## src/rtl/mps_pkg.sv

```systemverilog
package mps_pkg;
    // ****************************************************************
    // Register map (byte offsets, one 32-bit word every four bytes)
    // ****************************************************************
    localparam logic [7:0] REG_CTRL      = 8'h00;
    localparam logic [7:0] REG_PC_LOW    = 8'h04;
    localparam logic [7:0] REG_PC_FULL   = 8'h08;
    localparam logic [7:0] REG_STATUS    = 8'h0c;
    localparam logic [7:0] REG_ALU_OPER  = 8'h10;
    localparam logic [7:0] REG_ALU_RES   = 8'h14;

    // ****************************************************************
    // Control register fields
    // ****************************************************************
    localparam int CTRL_RUN_BIT    = 0;
    localparam int CTRL_IRQ_EN_BIT = 1;
    localparam int CTRL_BANK_LO    = 2;
    localparam int CTRL_BANK_HI    = 3;

    // ****************************************************************
    // Status register fields
    // ****************************************************************
    localparam int ST_C  = 0;
    localparam int ST_AC = 1;
    localparam int ST_Z  = 2;
    localparam int ST_OV = 3;

    localparam int        PHASES      = 4;
    localparam int        PAGE_BITS   = 8;
    localparam logic [7:0] RESET_VEC  = 8'h00;
    localparam logic [15:0] IRQ_VEC   = 16'h0004;

    // ****************************************************************
    // Instruction word layout: [15:12] class, [11:0] operand
    // ****************************************************************
    typedef enum logic [3:0] {
        OP_NOP   = 4'h0,
        OP_ALU   = 4'h1,
        OP_JMP   = 4'h2,
        OP_CALL  = 4'h3,
        OP_RET   = 4'h4,
        OP_RETURN_FROM_INTERRUPT_INSTRUCTION  = 4'h5,
        OP_SZ    = 4'h6,
        OP_SNZ   = 4'h7,
        OP_MOVPL = 4'h8
    } mps_class_t;

    typedef enum logic [3:0] {
        ALU_ADD, ALU_ADC, ALU_SUB, ALU_SBC, ALU_DAA, ALU_AND, ALU_OR,
        ALU_XOR, ALU_CPL, ALU_RR, ALU_RRC, ALU_RL, ALU_RLC, ALU_INC,
        ALU_DEC, ALU_PASS
    } mps_aluop_t;
endpackage : mps_pkg

```

## src/rtl/mps_alu.sv

```systemverilog
`timescale 1ns/100ps
module mps_alu
    import mps_pkg::*;
(
    input  wire logic [3:0] i_op,
    input  wire logic [7:0] i_a,
    input  wire logic [7:0] i_b,
    input  wire logic       i_c,
    output logic      [7:0] o_res,
    output logic      [3:0] o_flags
);
    logic [8:0] sum;
    logic       ac;
    logic [7:0] adj;

    // ****************************************************************
    // Eight-bit datapath
    // ****************************************************************
    always_comb begin
        sum = 9'h000;
        ac  = 1'b0;
        adj = 8'h00;
        unique case (mps_aluop_t'(i_op))
            ALU_ADD:  sum = {1'b0, i_a} + {1'b0, i_b};
            ALU_ADC:  sum = {1'b0, i_a} + {1'b0, i_b} + {8'h00, i_c};
            ALU_SUB:  sum = {1'b0, i_a} + {1'b0, ~i_b} + 9'h001;
            ALU_SBC:  sum = {1'b0, i_a} + {1'b0, ~i_b} + {8'h00, i_c};
            ALU_DAA: begin
                adj[3:0] = (i_a[3:0] > 4'h9) ? 4'h6 : 4'h0;
                adj[7:4] = (i_a[7:4] > 4'h9 || i_c) ? 4'h6 : 4'h0;
                sum = {1'b0, i_a} + {1'b0, adj};
                sum[8] = sum[8] | i_c;
            end
            ALU_AND:  sum = {1'b0, i_a & i_b};
            ALU_OR:   sum = {1'b0, i_a | i_b};
            ALU_XOR:  sum = {1'b0, i_a ^ i_b};
            ALU_CPL:  sum = {1'b0, ~i_a};
            ALU_RR:   sum = {1'b0, i_a[0], i_a[7:1]};
            ALU_RRC:  sum = {i_a[0], i_c, i_a[7:1]};
            ALU_RL:   sum = {1'b0, i_a[6:0], i_a[7]};
            ALU_RLC:  sum = {i_a[7], i_a[6:0], i_c};
            ALU_INC:  sum = {1'b0, i_a} + 9'h001;
            ALU_DEC:  sum = {1'b0, i_a} + 9'h1ff;
            ALU_PASS: sum = {1'b0, i_b};
        endcase
        ac = ((i_a[3:0] + i_b[3:0]) > 5'h0f);
        o_res = sum[7:0];
        o_flags = 4'h0;
        o_flags[ST_C]  = sum[8];
        o_flags[ST_AC] = ac;
        o_flags[ST_Z]  = (sum[7:0] == 8'h00);
        o_flags[ST_OV] = (i_a[7] == i_b[7]) && (sum[7] != i_a[7]);
    end
endmodule : mps_alu

```

## src/rtl/mps_sequencer.sv

```systemverilog
`timescale 1ns/100ps
// Overview of operation
// - Four phases from clock make one cycle
// - PC advances, fetch starts at phase one
// - Decode and execute in phases two-four
// - Fetch overlaps execute, one per cycle
// - Branches take two instruction cycles
// - Taken skip turns prefetch into dummy
// - Sequential instructions increment PC by one
// - Jumps, calls, interrupt, reset load PC
// - PC width per variant plus bank bits
// - Low byte writable, jump within page
// - Low byte write inserts dummy cycle
// - Stack holds PC only, hidden
// - Call or interrupt pushes PC
// - Return pops and restores PC, unless interrupt taken in same phase four
// - Reset points stack pointer to entry zero
// - Full stack defers interrupt acknowledge
// - Call on full stack overflows anyway
// - Stack depth parameter 8, 12, 16
// - Eight-bit ALU through accumulator
// - Result to destination, status updated
// - Full arithmetic, logic, rotate set
module mps_sequencer
    import mps_pkg::*;
#(
    parameter int PC_W     = 13,
    parameter int BANK_W   = 2,
    parameter int STACK_N  = 16
)(
    input  wire logic                  i_mclk,
    input  wire logic                  i_rst_n,
    input  wire logic                  i_wb_cyc,
    input  wire logic                  i_wb_stb,
    input  wire logic                  i_wb_we,
    input  wire logic [7:0]            i_wb_adr,
    input  wire logic [31:0]           i_wb_dat,
    input  wire logic [3:0]            i_wb_sel,
    output logic      [31:0]           o_wb_dat,
    output logic                       o_wb_ack,
    input  wire logic                  i_irq,
    input  wire logic [15:0]           i_pm_data,
    output logic      [PC_W+BANK_W-1:0] o_pm_addr,
    output logic      [3:0]            o_phase,
    output logic                       o_irq_ack
);
    localparam int SP_W = $clog2(STACK_N);
    localparam int AW   = PC_W + BANK_W;

    typedef enum logic [1:0] {PH_T1, PH_T2, PH_T3, PH_T4} mps_phase_t;

    typedef struct packed {
        mps_phase_t              ph;
        logic [AW-1:0]           pc;
        logic [15:0]             ir;
        logic                    dummy;
        logic                    load;
        logic                    run;
        logic                    irq_en;
        logic                    irq_flag;
        logic [7:0]              acc;
        logic [7:0]              alu_b;
        logic [3:0]              alu_op;
        logic [7:0]              res;
        logic [3:0]              status;
        logic [SP_W-1:0]         sp;
        logic [SP_W:0]           used;
        logic                    ack;
        logic [31:0]             rdat;
        logic                    irq_ack;
    } mps_state_t;

    mps_state_t      st_r;
    mps_state_t      st_nxt;
    logic [AW-1:0]   stack_r [STACK_N];
    logic [1:0]      rst_sync_r;
    logic            rst_n;
    logic [7:0]      alu_res;
    logic [3:0]      alu_flags;
    logic            push;
    logic [SP_W-1:0] push_idx;
    logic [AW-1:0]   push_val;
    logic            stack_full;
    logic            wb_req;
    logic [AW-1:0]   pc_inc;

    // ****************************************************************
    // Reset release
    // ****************************************************************
    always_ff @(posedge i_mclk or negedge i_rst_n) begin
        if (!i_rst_n) begin
            rst_sync_r <= 2'b00;
        end else begin
            rst_sync_r <= {rst_sync_r[0], 1'b1};
        end
    end
    assign rst_n = rst_sync_r[1];

    mps_alu u_alu (
        .i_op    (st_r.alu_op),
        .i_a     (st_r.acc),
        .i_b     (st_r.alu_b),
        .i_c     (st_r.status[ST_C]),
        .o_res   (alu_res),
        .o_flags (alu_flags)
    );

    assign stack_full = (st_r.used == (SP_W+1)'(STACK_N));
    assign wb_req     = i_wb_cyc && i_wb_stb && !st_r.ack;
    assign pc_inc     = st_r.pc + AW'(1);

    // ****************************************************************
    // Sequencer
    // ****************************************************************
    always_comb begin
        st_nxt   = st_r;
        push     = 1'b0;
        push_idx = st_r.sp;
        push_val = st_r.pc;
        st_nxt.ack = wb_req;
        st_nxt.irq_ack = 1'b0;
        if (i_irq && st_r.irq_en) begin
            st_nxt.irq_flag = 1'b1;
        end
        if (st_r.run) begin
            st_nxt.ph = (st_r.ph == PH_T4) ? PH_T1 : mps_phase_t'(st_r.ph + 2'd1);
        end
        if (st_r.run) begin
        unique case (st_r.ph)
            PH_T1: begin
                if (st_r.load) begin
                    st_nxt.load = 1'b0;
                end else begin
                    st_nxt.pc = pc_inc;
                end
            end
            PH_T2: begin
                if (!st_r.dummy && st_r.ir[15:12] == OP_ALU) begin
                    st_nxt.alu_op = st_r.ir[11:8];
                    st_nxt.alu_b  = st_r.ir[7:0];
                end
            end
            PH_T3: begin
                if (!st_r.dummy && st_r.ir[15:12] == OP_ALU) begin
                    st_nxt.res = alu_res;
                end
            end
            PH_T4: begin
                st_nxt.ir    = i_pm_data;
                st_nxt.dummy = 1'b0;
                if (st_r.run && !st_r.dummy) begin
                    unique case (st_r.ir[15:12])
                        OP_ALU: begin
                            st_nxt.acc    = st_r.res;
                            st_nxt.status = alu_flags;
                        end
                        OP_JMP: begin
                            st_nxt.pc[PC_W-2:0] = st_r.ir[PC_W-2:0];
                            st_nxt.load  = 1'b1;
                            st_nxt.dummy = 1'b1;
                        end
                        OP_CALL: begin
                            push = 1'b1;
                            st_nxt.pc[PC_W-2:0] = st_r.ir[PC_W-2:0];
                            st_nxt.load  = 1'b1;
                            st_nxt.dummy = 1'b1;
                        end
                        OP_RET, OP_RETURN_FROM_INTERRUPT_INSTRUCTION: begin
                            st_nxt.pc = stack_r[st_r.sp - SP_W'(1)];
                            st_nxt.load = 1'b1;
                            st_nxt.sp = st_r.sp - SP_W'(1);
                            st_nxt.used = (st_r.used == '0) ? st_r.used : st_r.used - 1'b1;
                            st_nxt.dummy = 1'b1;
                            if (st_r.ir[15:12] == OP_RETURN_FROM_INTERRUPT_INSTRUCTION) begin
                                st_nxt.irq_en = 1'b1;
                            end
                        end
                        OP_SZ, OP_SNZ: begin
                            if ((st_r.acc == 8'h00) == (st_r.ir[15:12] == OP_SZ)) begin
                                st_nxt.dummy = 1'b1;
                            end
                        end
                        OP_MOVPL: begin
                            st_nxt.pc[PAGE_BITS-1:0] = st_r.acc;
                            st_nxt.load  = 1'b1;
                            st_nxt.dummy = 1'b1;
                        end
                        default: ;
                    endcase
                end
                if (st_r.irq_flag && st_r.irq_en && !stack_full && !push) begin
                    push = 1'b1;
                    push_val = st_nxt.pc;
                    st_nxt.pc = AW'(IRQ_VEC);
                    st_nxt.load = 1'b1;
                    st_nxt.irq_flag = i_irq && st_r.irq_en;
                    st_nxt.irq_en = 1'b0;
                    st_nxt.irq_ack = 1'b1;
                    st_nxt.dummy = 1'b1;
                end
                if (push) begin
                    st_nxt.sp = st_r.sp + SP_W'(1);
                    if (!stack_full) begin
                        st_nxt.used = st_r.used + 1'b1;
                    end
                end
            end
        endcase
        end
        if (wb_req && i_wb_we && i_wb_sel[0]) begin
            unique case (i_wb_adr)
                REG_CTRL: begin
                    st_nxt.run    = i_wb_dat[CTRL_RUN_BIT];
                    st_nxt.irq_en = i_wb_dat[CTRL_IRQ_EN_BIT];
                    if (BANK_W > 0) begin
                        st_nxt.pc[AW-1:PC_W] = i_wb_dat[CTRL_BANK_LO +: BANK_W];
                    end
                end
                REG_PC_LOW: begin
                    st_nxt.pc[PAGE_BITS-1:0] = i_wb_dat[7:0];
                    st_nxt.load  = 1'b1;
                    st_nxt.dummy = 1'b1;
                end
                REG_ALU_OPER: begin
                    st_nxt.acc = i_wb_dat[7:0];
                end
                default: ;
            endcase
        end
        st_nxt.rdat = 32'h0000_0000;
        if (wb_req && !i_wb_we) begin
            unique case (i_wb_adr)
                REG_CTRL:     st_nxt.rdat = 32'({st_r.irq_en, st_r.run});
                REG_PC_LOW:   st_nxt.rdat = 32'(st_r.pc[PAGE_BITS-1:0]);
                REG_PC_FULL:  st_nxt.rdat = 32'(st_r.pc);
                REG_STATUS:   st_nxt.rdat = 32'({st_r.irq_flag, st_r.status});
                REG_ALU_OPER: st_nxt.rdat = 32'(st_r.acc);
                REG_ALU_RES:  st_nxt.rdat = 32'(st_r.res);
                default:      st_nxt.rdat = 32'h0000_0000;
            endcase
        end
        if (push) begin
            push_idx = st_r.sp;
        end
    end

    always_ff @(posedge i_mclk or negedge rst_n) begin
        if (!rst_n) begin
            st_r     <= '0;
            st_r.pc  <= AW'(RESET_VEC);
            st_r.sp  <= '0;
            st_r.run <= 1'b1;
            st_r.dummy <= 1'b1;
            st_r.load  <= 1'b1;
        end else begin
            st_r <= st_nxt;
        end
    end

    always_ff @(posedge i_mclk) begin
        if (push) begin
            stack_r[push_idx] <= push_val;
        end
    end

    assign o_pm_addr = st_r.pc;
    assign o_wb_ack  = st_r.ack;
    assign o_wb_dat  = st_r.rdat;
    assign o_irq_ack = st_r.irq_ack;
    always_comb begin
        o_phase = 4'h0;
        o_phase[st_r.ph] = st_r.run;
    end

    // ****************************************************************
    // Checks
    // ****************************************************************
    phase_order_a : assert property (@(posedge i_mclk) disable iff (!rst_n)
        st_r.run && st_nxt.run && st_r.ph == PH_T4 |=> st_r.ph == PH_T1)
        else $error("phase did not wrap");
    pc_step_a : assert property (@(posedge i_mclk) disable iff (!rst_n)
        st_r.run && st_r.ph == PH_T1 && !st_r.load && !wb_req
        |=> st_r.pc == $past(st_r.pc) + AW'(1))
        else $error("pc not advanced in phase one");
    pcl_dummy_a : assert property (@(posedge i_mclk) disable iff (!rst_n)
        wb_req && i_wb_we && i_wb_sel[0] && i_wb_adr == REG_PC_LOW |=> st_r.dummy)
        else $error("no dummy after low byte write");
    irq_defer_a : assert property (@(posedge i_mclk) disable iff (!rst_n)
        stack_full |-> !st_nxt.irq_ack)
        else $error("interrupt acknowledged on full stack");
    ack_drop_a : assert property (@(posedge i_mclk) disable iff (!rst_n)
        o_wb_ack |=> !o_wb_ack)
        else $error("ack held two cycles");
    used_cap_a : assert property (@(posedge i_mclk) disable iff (!rst_n)
        st_r.used <= (SP_W+1)'(STACK_N))
        else $error("stack level count past depth");
    ret_pop_a : assert property (@(posedge i_mclk) disable iff (!rst_n)
        st_r.ph == PH_T4 && st_r.run && !st_r.dummy && st_r.ir[15:12] == OP_RET
        |=> st_r.sp == $past(st_r.sp) - SP_W'(1))
        else $error("return did not pop");
    skip_dummy_a : assert property (@(posedge i_mclk) disable iff (!rst_n)
        st_r.ph == PH_T4 && st_r.run && !st_r.dummy && st_r.ir[15:12] == OP_SZ
        && st_r.acc == 8'h00 |=> st_r.dummy)
        else $error("taken skip gave no dummy");
endmodule : mps_sequencer

```

## config.mk

```make
export PLATFORM = sky130hd
export DESIGN_NAME = mps_sequencer
export DESIGN_NICKNAME = d
export VERILOG_FILES = /design/src/rtl/mps_pkg.sv /design/src/rtl/mps_alu.sv /design/src/rtl/mps_sequencer.sv
export SDC_FILE = /design/constraint.sdc
export NUM_CORES = 1
export LEC_CHECK = 0
export BUFFER_PORTS_ARGS = -buffer_cell sky130_fd_sc_hd__buf_2
export CAP_MARGIN = 20
export CORE_MARGIN = 2
export CORE_UTILIZATION = 25
export CTS_CLUSTER_DIAMETER = 30
export DETAILED_ROUTE_END_ITERATION = 10
export PLACE_DENSITY = 0.49
export SYNTH_ARGS = -nofsm -noshare
export SYNTH_HDL_FRONTEND = slang
export SYNTH_SLANG_ARGS = --single-unit
```

## constraint.sdc

```tcl
create_clock -name i_mclk -period 3.2 [get_ports i_mclk]
set_clock_uncertainty 0.2 [all_clocks]
set_input_delay 0.64 -clock i_mclk [delete_from_list [all_inputs] [get_ports i_mclk]]
set_output_delay 0.64 -clock i_mclk [all_outputs]
set_load 0.005 [all_outputs]
```

Word-level counts from Yosys, hierarchy flattened
Memory sizes are Yosys's and may differ from the RTL's.
Index checks and enable logic that the tools add are counted.
- $add $sub $neg: 15
- bitwise operators: 7
- order comparisons: 5
- eq/ne operators: 36
- reduce and logical (&&, ||, !) cells: 39
- muxes and demuxes: 69
- operators with widths (kind ; count):
    9-bit one-hot mux with 16 select lines ; 1
    15-bit two-way mux ; 7
    15-bit one-hot mux with 6 select lines ; 1
    8-bit two-way mux ; 8
    43-bit two-way mux ; 1
    4-bit equality test (second input constant) ; 9
    33-bit two-way mux ; 1
    4-bit by 3-bit equality test with 1-bit output (second input constant) ; 8
    15-bit one-hot mux with 2 select lines ; 1
    8-bit by 8-bit adder with 9-bit output ; 3
    13-bit two-way mux ; 2
    8-bit zero test ; 3
    12-bit two-way mux ; 2
    8-bit one-hot mux with 3 select lines ; 1
    1-bit two-way mux ; 21
    9-bit by 1-bit adder with 9-bit output ; 2
    9-bit two-way mux ; 2
    17-bit two-way mux ; 1
    4-bit by 2-bit equality test with 1-bit output (second input constant) ; 4
    8-bit by 4-bit equality test with 1-bit output (second input constant) ; 2
    8-bit by 5-bit equality test with 1-bit output (second input constant) ; 2
    2-bit two-way mux ; 8
    8-bit NOT ; 2
    15-bit by 1-bit adder with 15-bit output (second input constant) ; 1
    45 further kinds ; 78
- bits in writable memories: 240
- bits in registers: 115
- memories kept: 1
- memory list (name ; words ; width ; rd ports ; clocked after memory_dff ; write ports ; line ; source):
    stack_r ; 16 ; 15 ; 1 ; 0 ; 1 ; mps_sequencer.sv:75 ; logic [AW-1:0] stack_r [STACK_N];

Logic depth before layout (Yosys ltp)
- word-level depth: 16
- mapped depth: 15
- gate-level depth less buffers: 14

Cells and area by module
A second synthesis with hierarchy kept.
- cell total of the unflattened synthesis: 1487
- area, all modules: 18132.4 µm²
- by module, submodules not included (module ; instances ; cells each ; sequential area each (µm²) ; area an instance (µm²)):
    mps_sequencer ; 1 ; 1057 ; 9663.0 ; 15158.3
    mps_alu ; 1 ; 430 ; 0.0 ; 2974.1

Worst setup path before layout
Ideal clock, no wire load.
- kind: reg-to-reg
- start: reg st_r (netlist bit push_idx[0])
- end: mem stack_r[0][9] in the netlist's numbering, data pin
- path slack: -1170 ps
- clock period less this slack: 4370 ps
- data arrival time: 3840 ps
- data required time: 2670 ps
- setup time: 330 ps
- stages on the path, launching flop included: 14
- cell sequence: dfrtp_1 buf_2 buf_2 buf_2 inv_1 ha_1 clkbuf_1 clkbuf_1 clkbuf_1 mux4_2 mux2i_1 a211oi_1 a221oi_1 o21ai_0
- word-level cells in the longest chain between the ends: 7
- ends and longest elaborated chain (item ; line ; source):
    from (decl) ; mps_sequencer.sv:73 ; mps_state_t st_r;
    from (signal assigned) ; mps_sequencer.sv:256 ; st_r <= st_nxt;
    4-bit by 1-bit subtractor with 4-bit output ; mps_sequencer.sv:169 ; st_nxt.pc = stack_r[st_r.sp - SP_W'(1)];
    memory 16 x 15 bit ; -- ;
    4-bit one-hot mux with 2 select lines ; mps_sequencer.sv:152 ; unique case (st_r.ir[15:12])
    15-bit two-way mux ; mps_sequencer.sv:151 ; if (st_r.run && !st_r.dummy) begin
    15-bit two-way mux ; mps_sequencer.sv:191 ; if (st_r.irq_flag && st_r.irq_en && !stack_full && !push) begin
    15-bit two-way mux ; mps_sequencer.sv:129 ; unique case (st_r.ph)
    15-bit two-way mux ; mps_sequencer.sv:128 ; if (st_r.run) begin
    via push_val[9] ; mps_sequencer.sv:82 ; logic [AW-1:0] push_val;
    to (decl) ; mps_sequencer.sv:75 ;
The timed path passes the listed nets, and every way through them passes these cells.

Worst setup path in the final report
- start: reg st_r[59] in the netlist's numbering
- end: reg st_r[46] in the netlist's numbering
- word-level cells in the longest chain between the ends: 6
- elaborated cells between the ends (all ways): 9
- ends and longest elaborated chain (item ; line ; source):
    8-bit NOT ; mps_alu.sv:26, mps_alu.sv:27 ;
    8-bit by 8-bit adder with 9-bit output ; mps_alu.sv:26, mps_alu.sv:27 ;
    9-bit by 1-bit adder with 9-bit output (on tied branches) ; mps_alu.sv:27, mps_alu.sv:26 ;
    9-bit one-hot mux with 16 select lines * ; mps_alu.sv:23 ; unique case (mps_aluop_t'(i_op))
    1-bit != test * ; mps_alu.sv:52 ; o_flags[ST_OV] = (i_a[7] == i_b[7]) && (sum[7] != i_a[7]);
    1-bit logical AND * ; mps_alu.sv:52 ;
Every way passes the cells marked *; elsewhere a longest branch is shown, timed or not.
A chain may end at the register's enable or synchronous reset.

==> flow_summary.ini <==
[routing]
drt_iter0_drc = 1225
drt-total-wl_um = 57800
num_vias = 13487
vias_per_cell = 4.83
dr.pass1.iters = 8
drc_errors = 0
wire_per_inst_um = 20.7
ant_nets = 0

[timing]
layout_setup_ws_ns = -0.235
tightest_slew_ns = 0.659
max_freq_mhz = 291
maxSlewHeadroom_pct = 55.8
fin_crit_sh_pct = 107
setup_viol = 5
hold_ws_ns = 0.0805
final.min_clock_period_ns = 3.44
hold_violations = 0
final-max-slew-violation-count = 0
final.setup.tns_ns = -0.784
rsz0062_at_grt = yes

[die]
initial_core_util_pct = 25.3
core_sq_um = 71500
die_width_um = 273
ios = 119
die_h_um = 273
die_area_sq_um = 74500
rows = 98

[status]
run_status = finished, violations left
violations = setup timing

[yosys]
syn_area_sq_um = 18100
netlist_instances = 1508
ys_warn_count = 0
yosysSeqAreaShare_pct = 53.5
synthArstFlopShare_pct = 29.0
syn_avg_cell_area_sq_um = 12.0
synth_enable_flop_cells = 240
ys_types = 92
synth_flop_cell = edfxtp_1
ys_ff_latch = 338

[global_routing]
antenna_found_initial = 0
grt_overflow = 0
grt_usage_pct = 15.4
grt_pass1_vias = 13906
grt_pass1_wl_um = 87000
grt_max_degree = 97

[clock_tree]
clk_pin_slew_worst_paths_ns = 0.05
htree_levels = 3
root_buffer = clkbuf_16
numCtsBuffers = 75
cts_tree = built
cts_sinks = 338
clockBufferDepth = 3
clk_latency_ns = 0.60

[hold_path]
holdCritPathClass = primary input to flop

[power]
p_per_area_nw_per_um2 = 553
power_leakage_nw = 9.05
peakVddDrop_uv = 450

[final_layout]
diodes = 0
fill_cells = 7157
instances_no_fill = 2791
multiInputGateArea_sq_um = 8120
final_cell_mix = edfxtp_1, buf_4, nand2_1, dfrtp_1, nor2_1
syn_to_final_growth_pct = 33.8
finalNetCount = 1898
postLayoutCoreUtil_pct = 33.8
regArea_sq_um = 9680
final_common_cell = edfxtp_1
layout-drive-gt1-share_pct = 35.0

[critical_path]
worst-path-max-fanout = 5
critPathCaptureType = flop
required_ns = 3.53
rrSetupSlack_ns = -0.24
crit_arrival_ns = 3.77
start_kind = flop
critPathKind = flop to flop

[placed_design]
dp_hpwl_um = 41200
place_congestion = 0.893
post-place-cells = 2637
pre_cts_ws_ns = -0.295
port_buffers = 74

[job]
maxCapViolCount = 0
-- metal layers --
metal  track usage, %  vias up  wire length (um)
met2             26.7      341             29200
met3             2.74       92              2280
met1             19.6     6833             24900
met5                0        -                 0
li1                 -     6221                 -
met4             4.57        0              1380
-- power breakdown --
part           internal, mW  switching [mW]  leakage (nW)
Clock                  5.30            2.55          1.25
Combinational         0.207           0.367          4.60
Sequential             4.83           0.120          3.19
-- path summary, 6_finish.rpt --
check | startpoint | cells after the start | endpoint
min reg2reg | rst_sync_r[1] | 1 | st_r[80]
max in group asynchronous | rst_sync_r[1] | 1 | st_r[69]
min | i_pm_data[11] | 3 | st_r[91]
max | st_r[59] | 13 | st_r[46]
min in group asynchronous | rst_sync_r[1] | 1 | st_r[80]
max reg2reg | st_r[59] | 13 | st_r[46]
-- synthesized netlist by cell type (all sizes together) (14+ instances only) --
| cell | number | share of area, % |
|---|---|---|
| a31oi | 16 | 0.55 |
| nand2b | 20 | 0.69 |
| ha | 50 | 3.5 |
| o21ai | 60 | 1.7 |
| xor2 | 15 | 0.73 |
| nor2b | 24 | 0.83 |
| a22oi | 19 | 0.79 |
| and2 | 14 | 0.48 |
| dfrtp | 95 | 13 |
| xnor2 | 27 | 1.3 |
| inv | 47 | 0.98 |
| edfxtp | 240 | 40 |
| mux4 | 60 | 7.5 |
| nand3 | 20 | 0.55 |
| a211oi | 31 | 1.3 |
| nand2 | 169 | 3.5 |
| buf | 74 | 2.8 |
| clkbuf | 66 | 1.4 |
| mux2i | 34 | 2.0 |
| mux2 | 31 | 1.9 |
| a21oi | 60 | 1.7 |
| o22ai | 22 | 0.76 |
| nor2 | 88 | 1.8 |
| nor3 | 37 | 1.0 |
-- state kept, by name (all words and copies together), names as in the netlist --
name	count
rst_sync_r	2
st_r	60
stack_r	240
o_wb_dat	15
o_wb_ack	1
o_pm_addr	15
o_irq_ack	1
push_idx	4
-- stage by stage --
stage,cell area [sq um],power [mW]
2_1_floorplan,18400,5.32
3_3_place_gp,21000,5.56
3_5_place_dp,21000,5.57
4_1_cts,24000,13.5
5_1_grt,24200,13.8
6_report,24200,13.4
-- layout make-up --
| class | count | share of cell area (%) |
|---|---|---|
| clock buffers | 88 | 8.22 |
| clock inverters | 51 | 2.67 |
| inverters | 49 | 0.786 |
| multi-input cells | 997 | 33.6 |
| flip-flops and latches | 338 | 40.0 |
| well taps | 950 | 4.91 |
| repair buffers | 318 | 9.82 |
-- worst max-delay path, stage by stage, from the launching register on --
cell and delay [ns]:
dfrtp_1 0.39, inv_2 0.09, ha_4 0.16, inv_2 0.04
fa_2 0.34, or2_4 0.28, a21oi_4 0.16, xnor2_2 0.08
or4b_4 0.58, o211ai_1 0.21, a31oi_2 0.13, buf_4 0.15
or4b_1 0.46, nand3_1 0.10
-- repair_timing --
| item | CTS | global route |
|---|---|---|
| pin swaps | 17 | 14 |
| buffers inserted | 9 | 5 |
| endpoints found under the hold margin | 2 | 0 |
| hold buffers | 1 | 0 |
| endpoints found under the setup margin | 172 | 183 |
| gates resized for setup | 40 | 36 |
-- cells by family after synthesis --
kind of cell | synth area share (%)
mux | 11.4
fa+ha+maj | 3.79
compound gates | 12.4
xor+xnor | 2.16
other cells | 0.0416
simple gates | 11.6
flops | 53.5
buf+inv | 5.16
(Power assumes the default switching activity.)
